File: src/pkg/adcosc_pkg.sv
// shared constants and types of the converter oversampling and clock register block
package adcosc_pkg;

  // register byte offsets
  localparam logic [11:0] ADCOSC_OFS_RESULT = 12'h04C;
  localparam logic [11:0] ADCOSC_OFS_OVSCTL = 12'h080;
  localparam logic [11:0] ADCOSC_OFS_CCTL   = 12'h304;

  // reset values
  localparam logic [31:0] ADCOSC_RST_RESULT = 32'h00000000;
  localparam logic [31:0] ADCOSC_RST_OVSCTL = 32'h00000000;
  localparam logic [31:0] ADCOSC_RST_CCTL   = 32'h00000000;

  // oversampling control fields
  localparam int ADCOSC_OVS_EN_BIT    = 0;
  localparam int ADCOSC_OVS_RATIO_LSB = 2;
  localparam int ADCOSC_OVS_SHIFT_LSB = 5;
  localparam int ADCOSC_OVS_TRIG_BIT  = 9;
  localparam logic [3:0] ADCOSC_SHIFT_MAX = 4'h8;

  // common control fields
  localparam int ADCOSC_CLK_SEL_LSB  = 16;
  localparam int ADCOSC_INT_CHAN_BIT = 23;

  // widths
  localparam int ADCOSC_DATA_W = 16;
  localparam int ADCOSC_ACC_W  = 24;
  localparam int ADCOSC_CNT_W  = 9;
  localparam int ADCOSC_DIV_W  = 5;

  // converter clock divide ratio per select code
  localparam logic [ADCOSC_DIV_W-1:0] ADCOSC_DIV_RATIO [8] = '{
    5'h02, 5'h04, 5'h06, 5'h08, 5'h05, 5'h06, 5'h0A, 5'h14
  };

  typedef struct packed {
    logic                     valid;
    logic [ADCOSC_DATA_W-1:0] data;
  } adcosc_sample_t;

  typedef struct packed {
    logic       per_trigger_oversample;
    logic [3:0] oversample_shift;
    logic [2:0] oversample_ratio;
    logic       oversample_enable;
  } adcosc_ovs_cfg_t;

  typedef struct packed {
    logic       internal_channels_enable;
    logic [2:0] converter_clock_select;
  } adcosc_cctl_t;

endpackage

File: src/rtl/adcosc_regs.sv
// converter result, oversampling control and common control registers
// Contract
// - the latest routine result sits read-only in bits 15:0 of the result register, upper bits zero.
// - with per-trigger mode clear, all oversampled conversions run back to back after one trigger.
// - with per-trigger mode set, each oversampled conversion waits for its own trigger.
// - the oversampled sum is shifted right by 0 to 8 bits per the shift field.
// - the ratio field selects 2x at code 0 doubling up to 256x at code 7.
// - oversampling is applied only while the enable bit is set.
// - bit 23 of the common control register enables internal channels 9 and 10.
// - the clock field selects bus clock divided by 2, 4, 6, 8 or 5, 6, 10, 20.
`timescale 1ns/1ps
`default_nettype none
module adcosc_regs
  import adcosc_pkg::*;
(
  // clock and reset
  input  wire logic                     ref_clk_i,
  input  wire logic                     rst_n_i,
  // register port
  input  wire logic [11:0]              reg_addr_i,
  input  wire logic [31:0]              reg_wdata_i,
  input  wire logic                     reg_we_i,
  input  wire logic                     reg_re_i,
  output logic      [31:0]              reg_rdata_o,
  // conversion core and triggers
  input  wire logic                     converter_on_i,
  input  wire logic                     trigger_i,
  input  wire adcosc_sample_t           sample_i,
  output logic                          conv_start_o,
  output logic                          result_valid_o,
  // control outputs
  output logic                          internal_channels_enable_o,
  output logic                          converter_clock_o
);

  typedef enum logic [1:0] {
    ADCOSC_IDLE,
    ADCOSC_BUSY,
    ADCOSC_ARMED
  } adcosc_state_t;

  ////////////////////////////////////////////////////////////////////////////
  // configuration registers

  adcosc_ovs_cfg_t ovs_d, ovs_q;
  adcosc_cctl_t    cctl_d, cctl_q;
  logic [31:0]     rdata_d, rdata_q;
  logic [ADCOSC_DATA_W-1:0] result_d, result_q;
  logic                     ovs_wr, cctl_wr;

  assign ovs_wr  = reg_we_i && (reg_addr_i == ADCOSC_OFS_OVSCTL);
  assign cctl_wr = reg_we_i && (reg_addr_i == ADCOSC_OFS_CCTL);

  always_comb begin
    ovs_d   = ovs_q;
    cctl_d  = cctl_q;
    // zero outside a read so a stale word never looks fresh
    rdata_d = '0;
    if (ovs_wr) begin
      // field stability while converting is left to software
      ovs_d.per_trigger_oversample = reg_wdata_i[ADCOSC_OVS_TRIG_BIT];
      ovs_d.oversample_shift       = reg_wdata_i[ADCOSC_OVS_SHIFT_LSB +: 4];
      ovs_d.oversample_ratio       = reg_wdata_i[ADCOSC_OVS_RATIO_LSB +: 3];
      ovs_d.oversample_enable      = reg_wdata_i[ADCOSC_OVS_EN_BIT];
    end
    if (cctl_wr) begin
      cctl_d.internal_channels_enable = reg_wdata_i[ADCOSC_INT_CHAN_BIT];
      cctl_d.converter_clock_select   = reg_wdata_i[ADCOSC_CLK_SEL_LSB +: 3];
    end
    if (reg_re_i) begin
      unique case (reg_addr_i)
        ADCOSC_OFS_RESULT: rdata_d = {16'h0000, result_q};
        ADCOSC_OFS_OVSCTL: begin
          rdata_d[ADCOSC_OVS_TRIG_BIT]          = ovs_q.per_trigger_oversample;
          rdata_d[ADCOSC_OVS_SHIFT_LSB +: 4]    = ovs_q.oversample_shift;
          rdata_d[ADCOSC_OVS_RATIO_LSB +: 3]    = ovs_q.oversample_ratio;
          rdata_d[ADCOSC_OVS_EN_BIT]            = ovs_q.oversample_enable;
        end
        ADCOSC_OFS_CCTL: begin
          rdata_d[ADCOSC_INT_CHAN_BIT]          = cctl_q.internal_channels_enable;
          rdata_d[ADCOSC_CLK_SEL_LSB +: 3]      = cctl_q.converter_clock_select;
        end
        default: rdata_d = '0;
      endcase
    end
  end

  always_ff @(posedge ref_clk_i) begin
    if (!rst_n_i) begin
      ovs_q   <= '{per_trigger_oversample: ADCOSC_RST_OVSCTL[ADCOSC_OVS_TRIG_BIT],
                   oversample_shift:       ADCOSC_RST_OVSCTL[ADCOSC_OVS_SHIFT_LSB +: 4],
                   oversample_ratio:       ADCOSC_RST_OVSCTL[ADCOSC_OVS_RATIO_LSB +: 3],
                   oversample_enable:      ADCOSC_RST_OVSCTL[ADCOSC_OVS_EN_BIT]};
      cctl_q  <= '{internal_channels_enable: ADCOSC_RST_CCTL[ADCOSC_INT_CHAN_BIT],
                   converter_clock_select:   ADCOSC_RST_CCTL[ADCOSC_CLK_SEL_LSB +: 3]};
      rdata_q <= '0;
    end else begin
      ovs_q   <= ovs_d;
      cctl_q  <= cctl_d;
      rdata_q <= rdata_d;
    end
  end

  assign reg_rdata_o                = rdata_q;
  // channel enable leaves straight from its register bit
  assign internal_channels_enable_o = cctl_q.internal_channels_enable;

  ////////////////////////////////////////////////////////////////////////////
  // conversion sequencing and oversampling

  adcosc_state_t            state_d, state_q;
  logic [ADCOSC_ACC_W-1:0]  acc_d, acc_q;
  logic [ADCOSC_CNT_W-1:0]  cnt_d, cnt_q;
  logic                     start_d, start_q;
  logic                     valid_d, valid_q;
  logic [ADCOSC_CNT_W-1:0]  ratio_n;
  logic [3:0]               shift_n;
  logic [ADCOSC_ACC_W-1:0]  sum;
  logic [ADCOSC_ACC_W-1:0]  shifted;
  logic                     last_smp;

  always_comb begin
    // ratio code n gives 2 << n samples
    ratio_n = 9'h002 << ovs_q.oversample_ratio;
    // reserved shift codes behave as the largest legal shift
    shift_n = (ovs_q.oversample_shift > ADCOSC_SHIFT_MAX) ? ADCOSC_SHIFT_MAX
                                                           : ovs_q.oversample_shift;
    // 24 bits hold 256 full-scale samples without wrapping
    sum      = acc_q + {8'h00, sample_i.data};
    shifted  = sum >> shift_n;
    last_smp = (cnt_q == ratio_n - 9'h001);
  end

  always_comb begin
    state_d  = state_q;
    acc_d    = acc_q;
    cnt_d    = cnt_q;
    start_d  = 1'b0;
    valid_d  = 1'b0;
    result_d = result_q;
    unique case (state_q)
      ADCOSC_IDLE: begin
        if (trigger_i && converter_on_i) begin
          acc_d   = '0;
          cnt_d   = '0;
          start_d = 1'b1;
          state_d = ADCOSC_BUSY;
        end
      end
      ADCOSC_BUSY: begin
        // an abort drops the partial sum and gives no result
        if (!converter_on_i) begin
          state_d = ADCOSC_IDLE;
        end else if (sample_i.valid) begin
          if (!ovs_q.oversample_enable) begin
            result_d = sample_i.data;
            valid_d  = 1'b1;
            state_d  = ADCOSC_IDLE;
          end else if (last_smp) begin
            result_d = shifted[ADCOSC_DATA_W-1:0];
            valid_d  = 1'b1;
            state_d  = ADCOSC_IDLE;
          end else begin
            acc_d = sum;
            cnt_d = cnt_q + 9'h001;
            // per-trigger runs park until the next trigger
            if (ovs_q.per_trigger_oversample) begin
              state_d = ADCOSC_ARMED;
            end else begin
              start_d = 1'b1;
            end
          end
        end
      end
      ADCOSC_ARMED: begin
        // triggers seen while busy were dropped, not queued
        if (!converter_on_i) begin
          state_d = ADCOSC_IDLE;
        end else if (trigger_i) begin
          start_d = 1'b1;
          state_d = ADCOSC_BUSY;
        end
      end
    endcase
  end

  always_ff @(posedge ref_clk_i) begin
    if (!rst_n_i) begin
      state_q  <= ADCOSC_IDLE;
      acc_q    <= '0;
      cnt_q    <= '0;
      start_q  <= 1'b0;
      valid_q  <= 1'b0;
      result_q <= ADCOSC_RST_RESULT[ADCOSC_DATA_W-1:0];
    end else begin
      state_q  <= state_d;
      acc_q    <= acc_d;
      cnt_q    <= cnt_d;
      start_q  <= start_d;
      valid_q  <= valid_d;
      result_q <= result_d;
    end
  end

  assign conv_start_o   = start_q;
  assign result_valid_o = valid_q;

  ////////////////////////////////////////////////////////////////////////////
  // converter clock

  // divider sees a new select only once the register write lands
  adcosc_clk_div u_clk_div (
    .ref_clk_i                (ref_clk_i),
    .rst_n_i                  (rst_n_i),
    .converter_clock_select_i (cctl_q.converter_clock_select),
    .converter_clock_o        (converter_clock_o)
  );

endmodule
`default_nettype wire

File: src/rtl/adcosc_clk_div.sv
// converter clock divider with selectable divide ratio
`timescale 1ns/1ps
`default_nettype none
module adcosc_clk_div
  import adcosc_pkg::*;
(
  // clock and reset
  input  wire logic                    ref_clk_i,
  input  wire logic                    rst_n_i,
  // control
  input  wire logic [2:0]              converter_clock_select_i,
  // divided clock
  output logic                         converter_clock_o
);

  logic [ADCOSC_DIV_W-1:0] div_ratio;
  logic [ADCOSC_DIV_W-1:0] cnt_d, cnt_q;
  logic                    clk_d, clk_q;

  // both bus clocks are ref_clk_i inside this block
  always_comb begin
    div_ratio = ADCOSC_DIV_RATIO[converter_clock_select_i];
  end

  always_comb begin
    // a shrinking ratio restarts the period instead of running past it
    if (cnt_q >= div_ratio - 5'h01) begin
      cnt_d = '0;
    end else begin
      cnt_d = cnt_q + 5'h01;
    end
    // odd ratios give a duty half a cycle short of half
    clk_d = (cnt_d < (div_ratio >> 1));
  end

  always_ff @(posedge ref_clk_i) begin
    if (!rst_n_i) begin
      cnt_q <= '0;
      clk_q <= 1'b0;
    end else begin
      cnt_q <= cnt_d;
      clk_q <= clk_d;
    end
  end

  assign converter_clock_o = clk_q;

endmodule
`default_nettype wire

File: config.mk
export PLATFORM = sky130hd
export DESIGN_NAME = adcosc_regs
export DESIGN_NICKNAME = d
export VERILOG_FILES = /design/src/pkg/adcosc_pkg.sv /design/src/rtl/adcosc_regs.sv /design/src/rtl/adcosc_clk_div.sv
export SDC_FILE = /design/constraint.sdc
export NUM_CORES = 1
export LEC_CHECK = 0
export ABC_AREA = 1
export ABC_CLOCK_PERIOD_IN_PS = 3200
export BUFFER_PORTS_ARGS = -buffer_cell sky130_fd_sc_hd__buf_2
export CORE_AREA = 2 2 115 117
export DETAILED_ROUTE_END_ITERATION = 8
export DIE_AREA = 0 0 117 119
export GPL_ROUTABILITY_DRIVEN = 0
export PLACE_DENSITY = 0.76
export SYNTH_ARGS = -nofsm -noshare
export SYNTH_HDL_FRONTEND = slang
export SYNTH_SLANG_ARGS = --single-unit
export TNS_END_PERCENT = 10
File: constraint.sdc
create_clock -name ref_clk_i -period 3.2 [get_ports ref_clk_i]
set_clock_uncertainty 0.2 [all_clocks]
set_input_delay 0.48 -clock ref_clk_i [delete_from_list [all_inputs] [get_ports ref_clk_i]]
set_output_delay 0.48 -clock ref_clk_i [all_outputs]
set_load 0.005 [all_outputs]
Yosys cells after proc, flatten, opt, wreduce, memory -nomap -nowiden
Memories as Yosys holds them, arrays and structs flattened. Index checks and enable logic that the tools add are counted.

Memory bits (writable): 0. Logic and storage cells: 98. Flip-flop bits (word level): 104. ROM bits: 40. Output and inout bits: 36. Latch bits: 0. Bits of input ports: 67. Memories: 1.

Mux-type cells: 40. Equality and inequality tests: 15. Add/subtract/negate cells: 5. Multiply operators: 0. Bitwise logic cells: 1. Div/mod/pow operators: 0. Shifts and indexed selects: 2. Reductions and logical operators: 12. Order comparisons: 4.

Memories: (no name shown) (words 8, width 5, rd ports 1, clocked after memory_dff 0, wr ports 0, line adcosc_clk_div.sv:22) `div_ratio = ADCOSC_DIV_RATIO[converter_clock_select_i];`.

Operators by type and width (count): 24-bit two-way mux (5); 24-bit one-hot mux with 2 select lines (1); 9-bit two-way mux (5); 16-bit two-way mux (2); 24-bit by 16-bit adder with 24-bit output (1); 24-bit by 4-bit >> shifter with 16-bit output (1); 9-bit one-hot mux with 2 select lines (1); 2-bit two-way mux (8); 8-bit one-hot mux with 2 select lines (1); 5-bit two-way mux (3); 12-bit by 10-bit == test with 1-bit output (second input constant) (1); 12-bit by 7-bit == test with 1-bit output (second input constant) (1); 12-bit by 8-bit == test with 1-bit output (second input constant) (1); 4-bit AND reduction (3); 1-bit two-way mux (10); 2-bit inequality test (second input constant) (5); 9-bit by 1-bit adder with 9-bit output (second input constant) (1); 9-bit == test (1); 2-bit by 3-bit << shifter with 9-bit output (first input constant) (1); 9-bit by 1-bit subtractor with 9-bit output (second input constant) (1); 3-bit inequality test (second input constant) (2); 2-bit one-hot mux with 3 select lines (1); 3-bit AND reduction (2); 6-bit AND reduction (1); 18 further kinds (20).

Longest topological paths before layout
Gate-level depths: netlist (run 1).

Word-level depth: 8. Gate-level depth with buffers: 20. Mapped depth without buffers: 20.

Modules after synthesis
A second synthesis (run 1) with hierarchy kept.

Cells, all modules: 1045. Area total of the unflattened synthesis: 6531.3 µm².

By module, submodules not included: adcosc_regs (cells each 968, area an instance 5964.5 µm², seq. area each 1721.7 µm², instances 1); adcosc_clk_div (cells each 77, area an instance 566.8 µm², seq. area each 120.1 µm², instances 1).

Least setup slack after synthesis (run 1)
No wires, ideal clock.

Path type: flip-flop to flip-flop. From: register cctl_q[1] in the netlist's numbering. To: register u_clk_div.clk_q, in the netlist u_clk_div.converter_clock_o. Path slack: 0.120 ns. Period minus slack after synthesis: 3.080 ns. Path buffers: 0. Data arrival time: 2.821 ns. Setup time: 0.059 ns. Required time: 2.941 ns. Cell stages (with the launch flop): 17. Cell sequence: dfxtp_1 > inv_1 > ha_1 > o21ai_0 > ha_1 > a32oi_1 > ha_1 > nand2_1 > o21a_1 > and3_1 > inv_1 > nor2_1 > ha_1 > a21oi_1 > nor2_1 > o21ai_0 > and3_1.

Longest elaborated chain between the ends: 8.

Ends and longest elaborated chain: from (decl) (line adcosc_regs.sv:46) `adcosc_cctl_t cctl_d, cctl_q;`; from (signal assigned) (line adcosc_regs.sv:94) `cctl_q <= '{internal_channels_enable: ADCOSC_RST_CCTL[ADCOSC_INT_CHAN_BIT],`; from (signal assigned) (line adcosc_regs.sv:99) `cctl_q <= cctl_d;`; 3-bit inverter with 4-bit output (implied by the code) (line adcosc_clk_div.sv:22); memory read 8 x 5 bit; 5-bit two-way mux (implied by the code) (2 in series) (line adcosc_clk_div.sv:22); 5-bit by 1-bit subtractor with 5-bit output (line adcosc_clk_div.sv:27) `if (cnt_q >= div_ratio - 5'h01) begin`; 5-bit greater-or-equal comparator (line adcosc_clk_div.sv:27); 5-bit two-way mux (line adcosc_clk_div.sv:27); named net u_clk_div.cnt_d[1] (line adcosc_clk_div.sv:17) `logic [ADCOSC_DIV_W-1:0] cnt_d, cnt_q;`; 5-bit by 4-bit < comparator with 1-bit output (line adcosc_clk_div.sv:33) `clk_d = (cnt_d < (div_ratio >> 1));`; to (signal assigned) (line adcosc_clk_div.sv:42) `clk_q <= clk_d;`; to (decl) (line adcosc_clk_div.sv:18) `logic clk_d, clk_q;`.

The timed path passes the listed nets, and every way through them passes these cells. The select of a mux whose other input is x is not followed. A chain may end at the register's enable or synchronous reset.

Final worst setup path (run 1)
Same ends and word-level chain as after synthesis.

==> out/results.tsv, run 1 <==
stage	metric	value	unit
floorplan	rows	42	
pwr	sw_frac_of_total	40.55	%
global_route	grt_overflow	0	
timing	min_period	3.040	ns
layout	diodes	0	
setup_path	endpoint_kind	flip-flop	
synth	synth_top_family_by_area	simple AND/OR/NAND/NOR gates	
synth	synthXorXnorAreaFrac	2.450	%
routing	wl	18320	microns
setup_path	path_max_fanout	3	
status	outcome	finished, final reports clean	
synth	async_reset_ff_share	0	%
routing	drt_iter0_drc	615	
cts	cts_root_buffer	clkbuf_16	
synth	netlist_top_cells_area	dfxtp_1 29%, nand2_1 16%, nand3_1 10%	
routing	vias	6903	
synth	synthAdderAreaFrac	6.728	%
routing	vias_per_cell	5.380	
setup_path	critPathLaunchType	flip-flop	
synth	synthFlopType	dfxtp_1	
floorplan	die_width	117	microns
pwr	p_per_area	573.5	nW/um^2
timing	maxSlewHeadroom	32.88	%
synth	syn_inst	1043	
synth	synthSimpleGateAreaFrac	37.62	%
floorplan	ios	103	
synth	synth.distinct_cells	40	
floorplan	die_area	13920	sq um
synth	synth_compound_area_share	12.41	%
global_route	grt_max_degree	56	
setup_path	worst_ep_required_time	3.30	ns
setup_path	r2r_start	cctl_q[1]$_SDFFE_PN0P_	
timing	tightest_slew	1.005	ns
global_route	grt_antenna_before_repair	0	
floorplan	die_h	119	microns
synth	synth_top_area_share	28.62	%
pwr	p_comb_share	39.8	%
setup_path	crit_buf_inv	3	
floorplan	core-area	12870	sq um
synth	ys_ff_latch	92	
synth	synth_commonest_cells	272 x nand2_1, 132 x inv_1, 132 x nand3_1	
run	cap_violations	0	
synth	synth_edf_count	0	
routing	drt-wirelength-per-cell	14.28	microns
placement	place_ws	-0.06570	ns
pwr	vdd_drop_max	0.3667	mV
timing	max_freq	0.3289	GHz
worst_hold_path	hold_class	in -> reg	
setup_path	critPathLaunch	cctl_q[1]$_SDFFE_PN0P_	
timing	setup_violations	0	
setup_path	critPathMaxStageDelay	0.33	ns
synth	synth.most_common_cell	nand2_1	
cts	cts_buffer_depth	2	
floorplan	start_util	49.98	%
cts	numClockSinks	92	
timing	fin_crit_sh	95.02	%
setup_path	crit_top_cell	inv_1	
global_route	grt_use_total	26.99	%
pwr	total_power	4.171	mW
setup_path	cpMaxStageDelayCell	dfxtp_2	
layout	final_nets	1203	
setup_path	cp_cell_sequence	inv_1 > ha_4 > nand2_1 > o21ai_0 > inv_1 > nand3_1 > xor2_1 > ha_1 > nand2_1 > o21a_1 > and3_4 > inv_1 > nor2_1 > ha_1 > a21oi_2 > nor2_1 > o21ai_0 > and3_1	
setup_path	cpLargestDelayFamily	adder cells	
cts	h-tree-depth	3	
cts	cts_buffers	9	
layout	drive_gt1_share	10.75	%
synth	synth_area	6435	sq um
cts	clk_latency	0.35	ns
pwr	internal_power	2.480	mW
routing	drc_errors	0	
synth	ys_seq_area_share	28.62	%
routing	ant_nets	0	
synth	ys_warn_count	0	
cts	cts_tree	done	
setup_path	worstPathArrival	3.14	ns
worst_hold_path	hp-start	reg_wdata_i[5]	
pwr	leakage	3.323	nW
synth	yosysTopAreaCell	dfxtp_1	
setup_path	path_class	reg -> reg	
global_route	grt_pass1_vias	6186	
pwr	seq_power_share	31.4	%
pwr	switchingPower	1.691	mW
cts	clk_pin_slew_worst_paths	0.07	ns
layout	fillCellCount	1284	
layout	area_growth_syn_to_layout	13.03	%
timing	worst_slack	0.1595	ns
placement	dp_hpwl	13480	microns
routing	dr.pass1.iters	5	
timing	drv_slew	0	
synth	synth_area_per_cell	6.170	sq um
synth	muxShareOfSynthArea	0.1556	%
pwr	clockPowerShare	28.7	%
global_route	grt_pass1_wl	29720	microns
timing	finalHoldViolations	0	
placement	port_buffers	71	
[per-layer routing]
metal	track usage [%]	wire length, microns	up-vias
li1	-	-	3514
met1	35.54	7945	3090
met2	43.06	8483	249
met3	3.613	1129	50
met4	13.31	760	0
met5	0	0	-
[worst min-delay path, delay by kind of cell]
kind                   cells  cell delay (ns)
AO/OA/AOI/OAI              1             0.05
buffers and inverters      1             0.10
AND/OR/NAND/NOR            1             0.09
[path summary, 6_finish.rpt]
| kind | slack (ns) | to | depth (start not counted) |
|---|---|---|---|
| worst max-delay path | 0.16 | u_clk_div.converter_clock_o$_SDFF_PN0_ | 18 |
| worst min-delay path | 0.20 | ovs_q[4]$_SDFFE_PN0P_ | 3 |
| worst min register to register | 0.22 | reg_rdata_o[1]$_SDFF_PN0_ | 2 |
| worst max register to register | 0.16 | u_clk_div.converter_clock_o$_SDFF_PN0_ | 18 |
[cells by family after synthesis]
group / count (synthesis)
and+or+nand+nor: 570
buffers and inverters: 185
AOI/OAI and AO/OA: 142
DFF: 92
adders and majority gates: 34
xor gates and xnor gates: 18
other: 1
muxes: 1
[power groups by stage]
stage | Clock, mW | Sequential, mW | Combinational [mW]
after CTS | 1.22 | 1.31 | 1.62
after global placement | 0 | 1.33 | 1.59
after detailed placement | 0 | 1.34 | 1.60
after floorplan | 0 | 1.32 | 1.25
final | 1.20 | 1.31 | 1.66
after global routing | 1.27 | 1.33 | 1.88
[sequential cells by signal (all words and copies together) (netlist names)]
| name | cells |
|---|---|
| u_clk_div.cnt_q | 5 |
| cnt_q | 9 |
| state_q | 2 |
| internal_channels_enable_o | 1 |
| u_clk_div.converter_clock_o | 1 |
| reg_rdata_o | 20 |
| result_valid_o | 1 |
| ovs_q | 9 |
| acc_q | 24 |
| conv_start_o | 1 |
| result_q | 16 |
| cctl_q | 3 |
[layout make-up]
class / instances / area, sq um / area share [%]
Multi-Input combinational cell: 777 / 3896 / 53.57
Sequential cell: 92 / 1846 / 25.37
Inverter: 136 / 510.5 / 7.019
Timing Repair Buffer: 86 / 467.9 / 6.434
Clock buffer: 9 / 225.2 / 3.097
Tap cell: 176 / 220.2 / 3.028
Clock inverter: 7 / 107.6 / 1.479
[placed cells by master, fill, tap and decap left out, drive strengths merged, types with 2 or more instances in the layout]
| master | n |
|---|---|
| xnor2 | 4 |
| and3 | 2 |
| nand3b | 2 |
| xor2 | 14 |
| bufinv | 2 |
| nor4 | 5 |
| conb | 12 |
| nand2 | 272 |
| or2 | 3 |
| nor3 | 19 |
| o21ai | 38 |
| nor2 | 114 |
| clkinv | 3 |
| a21oi | 73 |
| nand4 | 17 |
| clkbuf | 9 |
| o32ai | 9 |
| inv | 137 |
| a31oi | 3 |
| dfxtp | 92 |
| nand3 | 134 |
| o211ai | 4 |
| a211oi | 9 |
| buf | 86 |
| and2 | 2 |
| ha | 33 |
[metrics by stage]
| step | cell area [sq um] | utilization, % | hold WS [ns] | setup TNS, ns | std cells |
|---|---|---|---|---|---|
| 4_1_cts | 7227 | 56.13 | 0.1904 | 0 | 1281 |
| 3_3_place_gp | 6890 | 53.52 | 0.2134 | -0.02237 | 1265 |
| 3_5_place_dp | 6890 | 53.52 | 0.2152 | -0.06570 | 1265 |
| 5_1_grt | 7273 | 56.49 | 0.2134 | -0.03290 | 1283 |
| 6_report | 7273 | 56.49 | 0.1999 | 0 | 1283 |
| 2_1_floorplan | 6476 | - | 0.2051 | 0 | 1054 |
[timing repair]
action                                 in CTS  in global routing
hold buffers                                0                  0
buffers inserted                            0                  2
endpoints found under the hold margin       0                  0
gates cloned                                0                  0
resized for setup                           2                  9
pin swaps                                   0                  3
setup endpoints to repair                   1                  1
(Power assumes the default switching activity.)
==> run 2, diff against run 1 <==
ABC_AREA = 0   (was 1)
==> out/results.tsv, run 2 <==
stage	metric	value	unit	change
status	outcome	finished, final reports clean		
routing	drt-wirelength-per-cell	17.15	microns	+20%
floorplan	core-area	12870	sq um	unchanged
setup_path	critPathMaxStageDelay	0.44	ns	+0.11 ns
timing	maxSlewHeadroom	34.72	%	+1.8 points
floorplan	die_area	13920	sq um	unchanged
synth	ys_ff_latch	92		unchanged
cts	cts_buffers	9		unchanged
cts	clk_pin_slew_worst_paths	0.08	ns	about the same
synth	synth_area	6500	sq um	+1.0%
timing	tightest_slew	0.9756	ns	-0.02981 ns
cts	cts_buffer_depth	2		unchanged
timing	hold_slack	0.1592	ns	-0.04063 ns
synth	synth_top_area_share	28.33	%	-0.29 points
routing	drt_iter0_drc	651		+5.9%
run	cap_violations	0		unchanged
floorplan	start_util	50.49	%	+0.51 points
setup_path	endpoint_kind	flip-flop		
layout	area_growth_syn_to_layout	24.27	%	
routing	wl	19570	microns	+6.8%
global_route	grt_max_degree	29		-48%
setup_path	worst_ep_required_time	3.24	ns	-0.06 ns
timing	finalHoldViolations	0		unchanged
cts	cts_hold_buffers	0		unchanged
synth	syn_inst	823		-21%
pwr	leakage	3.400	nW	+2.3%
timing	worst_slack	0.06722	ns	-0.09230 ns
worst_hold_path	whs_path_depth	3		unchanged
floorplan	ios	103		unchanged
layout	final_nets	1061		-12%
synth	synth.most_common_cell	dfxtp_1		
setup_path	reg2reg_depth	11		-7
cts	cts_tree	done		
global_route	grt_pass1_vias	6314		+2.1%
layout	fin_cells	1141		-11%
floorplan	die_h	119	microns	unchanged
setup_path	worstPathArrival	3.17	ns	+0.03 ns
setup_path	cpLargestDelayFamily	compound AO/OA/AOI/OAI gates		
worst_hold_path	hold_class	in -> reg		
placement	place_ws	-0.2887	ns	-0.2230 ns
timing	max_freq	0.3192	GHz	-2.9%
cts	h-tree-depth	3		unchanged
setup_path	path_class	reg -> reg		
layout	fillCellCount	1108		-14%
layout	diodes	0		unchanged
synth	synth_commonest_cells	92 x dfxtp_1, 79 x nor2_1, 71 x nand2_1		
cts	numClockSinks	92		unchanged
setup_path	critPathLaunchType	flip-flop		
setup_path	cp.depth	11		-7
placement	dp_hpwl	14540	microns	+7.9%
floorplan	rows	42		unchanged
layout	mostFrequentLayoutCell	buf_4		
global_route	grt_overflow	0		unchanged
cts	clk_latency	0.36	ns	about the same
timing	fin_crit_sh	97.90	%	+2.9 points
synth	ys_seq_area_share	28.33	%	-0.29 points
setup_path	crit_buf_inv	2		-1
synth	synth_edf_count	0		unchanged
pwr	vdd_drop_max	0.2318	mV	-37%
routing	dr.pass1.iters	5		unchanged
layout	layout_common_cells	107 x buf_4, 89 x dfxtp_1, 79 x nor2_1		
setup_path	cpMaxStageDelayCell	or4_4		
routing	vias_per_cell	6.030		+12%
synth	async_reset_ff_share	0	%	unchanged
routing	vias	6880		-0.33%
placement	port_buffers	71		unchanged
layout	regMostFlops	acc_q		
global_route	grt_pass1_wl	31020	microns	+4.4%
synth	synthFlopType	dfxtp_1		
global_route	grt_antenna_before_repair	0		unchanged
routing	drc_errors	0		unchanged
placement	dpl.cell_count	1125		-11%
cts	cts_setup_buffers	0		unchanged
floorplan	die_width	117	microns	unchanged
synth	ys_warn_count	0		unchanged
global_route	grt_use_total	27.86	%	+0.88 points
routing	ant_nets	0		unchanged
pwr	p_per_area	396.4	nW/um^2	-31%
layout	drive_gt1_share	26.42	%	+16 points
synth	yosysTopAreaCell	dfxtp_1		
cts	cts_root_buffer	clkbuf_16		
synth	netlist_top_cells_area	dfxtp_1 28%, ha_1 6.4%, nor2_1 4.6%		
layout	largest_reg_flops	24		unchanged
timing	rsz0062_at_grt	true		
timing	min_period	3.133	ns	+0.09230 ns
synth	synth_area_per_cell	7.898	sq um	+28%
setup_path	path_max_fanout	6		+3
synth	synth.distinct_cells	91		+130%
timing	drv_slew	0		unchanged
timing	setup_violations	0		unchanged
setup_path	cp_cell_sequence	ha_1 > a21o_1 > a21oi_4 > a21oi_2 > buf_4 > or4_4 > a21o_1 > buf_4 > and3_1 > o41ai_1 > nand3_1		
[run 2: cell types whose count changed after synthesis, sizes merged, moves of 17 or more]
cell,previous run,this run
mux2i,1,21
inv,135,24
a21o,0,17
nand2,272,71
nor2,114,79
nand3,134,46
[run 2: worst paths after layout]
path,startpoint,endpoint,slack (ns)
hold reg to reg,acc_q[13]$_SDFFE_PN0P_,acc_q[13]$_SDFFE_PN0P_,0.26
setup / recovery,acc_q[4]$_SDFFE_PN0P_,result_q[12]$_SDFFE_PN0P_,0.07
setup reg to reg,acc_q[4]$_SDFFE_PN0P_,result_q[12]$_SDFFE_PN0P_,0.07
hold / removal,reg_wdata_i[23],internal_channels_enable_o$_SDFFE_PN0P_,0.16
[run 2: timing repair]
item | CTS | global route
pin swaps | 0 | 4
setup endpoints to repair | 3 | 15
resized for setup | 1 | 21
[run 2: logic make-up (layout without fill, tap and decap cells)]
kind of cell / Yosys count / after routing / synth area share [%]
AO/OA/AOI/OAI: 237 / 237 / 26.28
XOR/XNOR: 21 / 21 / 2.830
adder cells (fa/ha/maj): 34 / 34 / 6.660
buffers and inverters: 89 / 220 / 6.602
flip-flops: 92 / 92 / 28.33
multiplexers: 24 / 24 / 3.754
other: 1 / 12 / 0.05769
AND/OR/NAND/NOR: 325 / 325 / 25.49
[run 2: area by class of cell]
type,instances,area [sq um],share of cell area (%)
multi-input cells,653,4420,54.72
repair buffers,179,1179,14.59
clock buffers,11,252.7,3.129
clock inverters,5,66.31,0.8209
flip-flops and latches,92,1846,22.85
inverters,25,93.84,1.162
well taps,176,220.2,2.726
[run 2: tightest hold or removal path: cells and delay by family]
kind	cells	cell delay, ns
buffers and inverters	1	0.08
and+or+nand+nor	1	0.07
muxes	1	0.05
[run 2: per-stage QoR]
stage / total power [mW] / setup TNS (ns) / utilization [%] / area (sq um)
after floorplan: 1.756 / 0 / - / 6571
after global placement: 2.026 / -1.374 / 59.30 / 7635
after detailed placement: 2.039 / -2.330 / 59.30 / 7635
after CTS: 3.171 / 0 / 61.82 / 7959
after global routing: 3.342 / -0.07383 / 62.74 / 8078
final: 3.202 / 0 / 62.74 / 8078
[run 2: power breakdown]
part | switching [mW] | leakage, nW | total [mW] | internal, mW
clock network | 0.492 | 0.154 | 1.15 | 0.658
registers | 0.0279 | 0.745 | 1.22 | 1.19
logic | 0.472 | 2.50 | 0.837 | 0.364
total | 0.992 | 3.40 | 3.20 | 2.21
[run 2: per-layer routing]
metal | GRT usage, % | wire, microns
met1 | 38.63 | 8776
met2 | 43.89 | 8680
met3 | 4.122 | 1554
met4 | 9.706 | 556
met5 | 0 | 0
==> run 3, diff against run 2 <==
GPL_TIMING_DRIVEN = 0   (was not set)
==> out/results.tsv, run 3 (synthesized netlist as in run 2, its figures left out) <==
stage	metric	value	unit	change
layout	area_growth_syn_to_layout	18.52	%	
worst_hold_path	hp-start	reg_wdata_i[16]		
cts	h-tree-depth	3		unchanged
floorplan	core-area	12870	sq um	unchanged
pwr	sw_frac_of_total	32.08	%	+1.1 points
setup_path	critPathLaunch	cctl_q[0]$_SDFFE_PN0P_		
pwr	p_per_area	389.5	nW/um^2	-1.7%
layout	final_nets	1023		-3.6%
worst_hold_path	hold_class	in -> reg		
timing	maxSlewHeadroom	50.36	%	+16 points
timing	max_freq	0.3159	GHz	-1.0%
routing	drc_errors	0		unchanged
global_route	grt_pass1_wl	30700	microns	-1.0%
global_route	grt_antenna_before_repair	0		unchanged
routing	vias_per_cell	6.112		+1.4%
cts	clk_latency	0.35	ns	about the same
floorplan	die_width	117	microns	unchanged
setup_path	critPathMaxStageDelay	0.37	ns	-0.07 ns
floorplan	ios	103		unchanged
layout	post-route-util	59.83	%	-2.9 points
pwr	seq_power_share	40.5	%	+2.5 points
routing	drt_iter0_drc	717		+10%
setup_path	crit_buf_inv	1		-1
pwr	internal_power	2.038	mW	-7.8%
layout	largest_reg_flops	24		unchanged
layout	layout_common_cells	89 x dfxtp_1, 83 x buf_2, 78 x nor2_1		
cts	cts_hold_buffers	0		unchanged
global_route	grt_overflow	0		unchanged
setup_path	path_class	reg -> reg		
pwr	vdd_drop_max	0.2507	mV	+8.2%
timing	min_period	3.165	ns	+0.03232 ns
placement	port_buffers	71		unchanged
timing	finalHoldViolations	0		unchanged
pwr	leakage	3.095	nW	-9.0%
pwr	clockPowerShare	33.6	%	-2.3 points
setup_path	endpoint_kind	flip-flop		
cts	numClockSinks	92		unchanged
routing	vias	6742		-2.0%
timing	fin_setup_tns	0	ns	unchanged
setup_path	critPathLaunchType	flip-flop		
pwr	p_comb_share	25.9	%	-0.2 points
timing	setup_violations	0		unchanged
routing	wl	20110	microns	+2.8%
setup_path	path_max_fanout	10		+4
cts	cts_root_buffer	clkbuf_16		
timing	rsz0062_at_grt	true		
placement	dp_hpwl	14910	microns	+2.5%
cts	cts_buffers	9		unchanged
cts	clk_pin_slew_worst_paths	0.06	ns	-0.02 ns
timing	tightest_slew	0.7389	ns	-0.2367 ns
placement	dpl-instance-area	7147	sq um	-6.4%
floorplan	start_util	50.49	%	unchanged
pwr	switchingPower	0.9624	mW	-3.0%
global_route	grt_pass1_vias	6040		-4.3%
setup_path	worstPathArrival	3.26	ns	+0.09 ns
routing	ant_nets	0		unchanged
setup_path	cp_cell_sequence	inv_2 > ha_4 > a21oi_4 > ha_1 > ha_1 > a21o_1 > a21o_1 > a21o_1 > a21o_4 > nor2_2 > ha_1 > a2111oi_4 > o21a_1		
cts	cts_buffer_depth	2		unchanged
layout	drive_gt1_share	20.93	%	-5.5 points
setup_path	cpLargestDelayFamily	compound AO/OA/AOI/OAI gates		
global_route	grt_max_degree	16		-45%
layout	regMostFlops	acc_q		
layout	fillCellCount	1170		+5.6%
floorplan	die_h	119	microns	unchanged
timing	fin_crit_sh	98.91	%	+1.0 points
cts	cts_tree	done		
layout	mostFrequentLayoutCell	dfxtp_1		
layout	design_area	7704	sq um	-4.6%
setup_path	r2r_start	cctl_q[0]$_SDFFE_PN0P_		
global_route	grt_use_total	28.16	%	+0.30 points
status	outcome	finished, final reports clean		
setup_path	cpMaxStageDelayCell	dfxtp_4		
routing	drt-wirelength-per-cell	18.23	microns	+6.3%
floorplan	rows	42		unchanged
setup_path	worst_ep_required_time	3.30	ns	+0.06 ns
timing	drv_slew	0		unchanged
routing	dr.pass1.iters	6		+1
floorplan	die_area	13920	sq um	unchanged
layout	diodes	0		unchanged
run	cap_violations	0		unchanged
-- run 3: cell types whose count changed in the layout (fill, tap and decap cells not counted), moves of 2 or more --
cell and delta:
nor3_2 -2, dfxtp_2 -2, a21oi_2 -2, buf_6 +4, buf_2 +12, dfxtp_4 +2, buf_4 -87, clkbuf_1 +33
-- run 3: area by class of cell --
type	instances	area [sq um]	share of cell area [%]
timing repair buffer	78	407.9	5.295
clock buffer	11	242.7	3.151
clock inverter	5	37.54	0.4873
tap	176	220.2	2.859
buffer	63	335.3	4.353
inverter	25	93.84	1.218
sequential	92	1851	24.02
multi-input combinational	653	4516	58.62
-- run 3: through the flow --
step	power [mW]	setup WS (ns)	hold slack, ns	instances
5_1_grt	3.130	-0.09491	0.1794	1103
2_1_floorplan	1.756	0.01955	0.2242	834
4_1_cts	2.980	0.004362	0.1624	1101
3_5_place_dp	1.959	-0.6677	0.2450	1081
6_report	3.001	0.03490	0.1626	1103
3_3_place_gp	1.947	-0.6685	0.2386	1081
-- run 3: final timing paths --
path,to,slack [ns],cells past startpoint
setup / recovery,u_clk_div.converter_clock_o$_SDFF_PN0_,0.03,13
hold / removal,cctl_q[0]$_SDFFE_PN0P_,0.16,3
setup reg to reg,u_clk_div.converter_clock_o$_SDFF_PN0_,0.03,13
hold reg to reg,acc_q[9]$_SDFFE_PN0P_,0.26,2
-- run 3: layer usage --
layer	up-vias	GRT usage, %	part of all wire (%)
met1	3082	36.89	42
met4	0	12.43	3.6
met2	380	45.05	45
met5	-	0	0
met3	61	4.885	9.7
li1	3219	-	-
-- run 3: worst min-delay path, delay by kind of cell --
kind	cells	cell delay, ns
buffers and inverters	1	0.08
AND/OR/NAND/NOR	1	0.07
multiplexers	1	0.06
-- run 3: what timing repair did --
action | 4_1_cts | 5_1_grt
resized for setup | 20 | 24
endpoints found under the hold margin | 0 | 0
setup buffers | 5 | 2
endpoints found under the setup margin | 12 | 21
pin swaps | 5 | 15
-- run 3: power groups by stage --
stage	Combinational (mW)	Sequential (mW)	Clock, mW
final	0.777	1.21	1.01
after global routing	0.847	1.22	1.06
after CTS	0.743	1.21	1.02
after detailed placement	0.718	1.24	0
after global placement	0.708	1.24	0
after floorplan	0.521	1.23	0
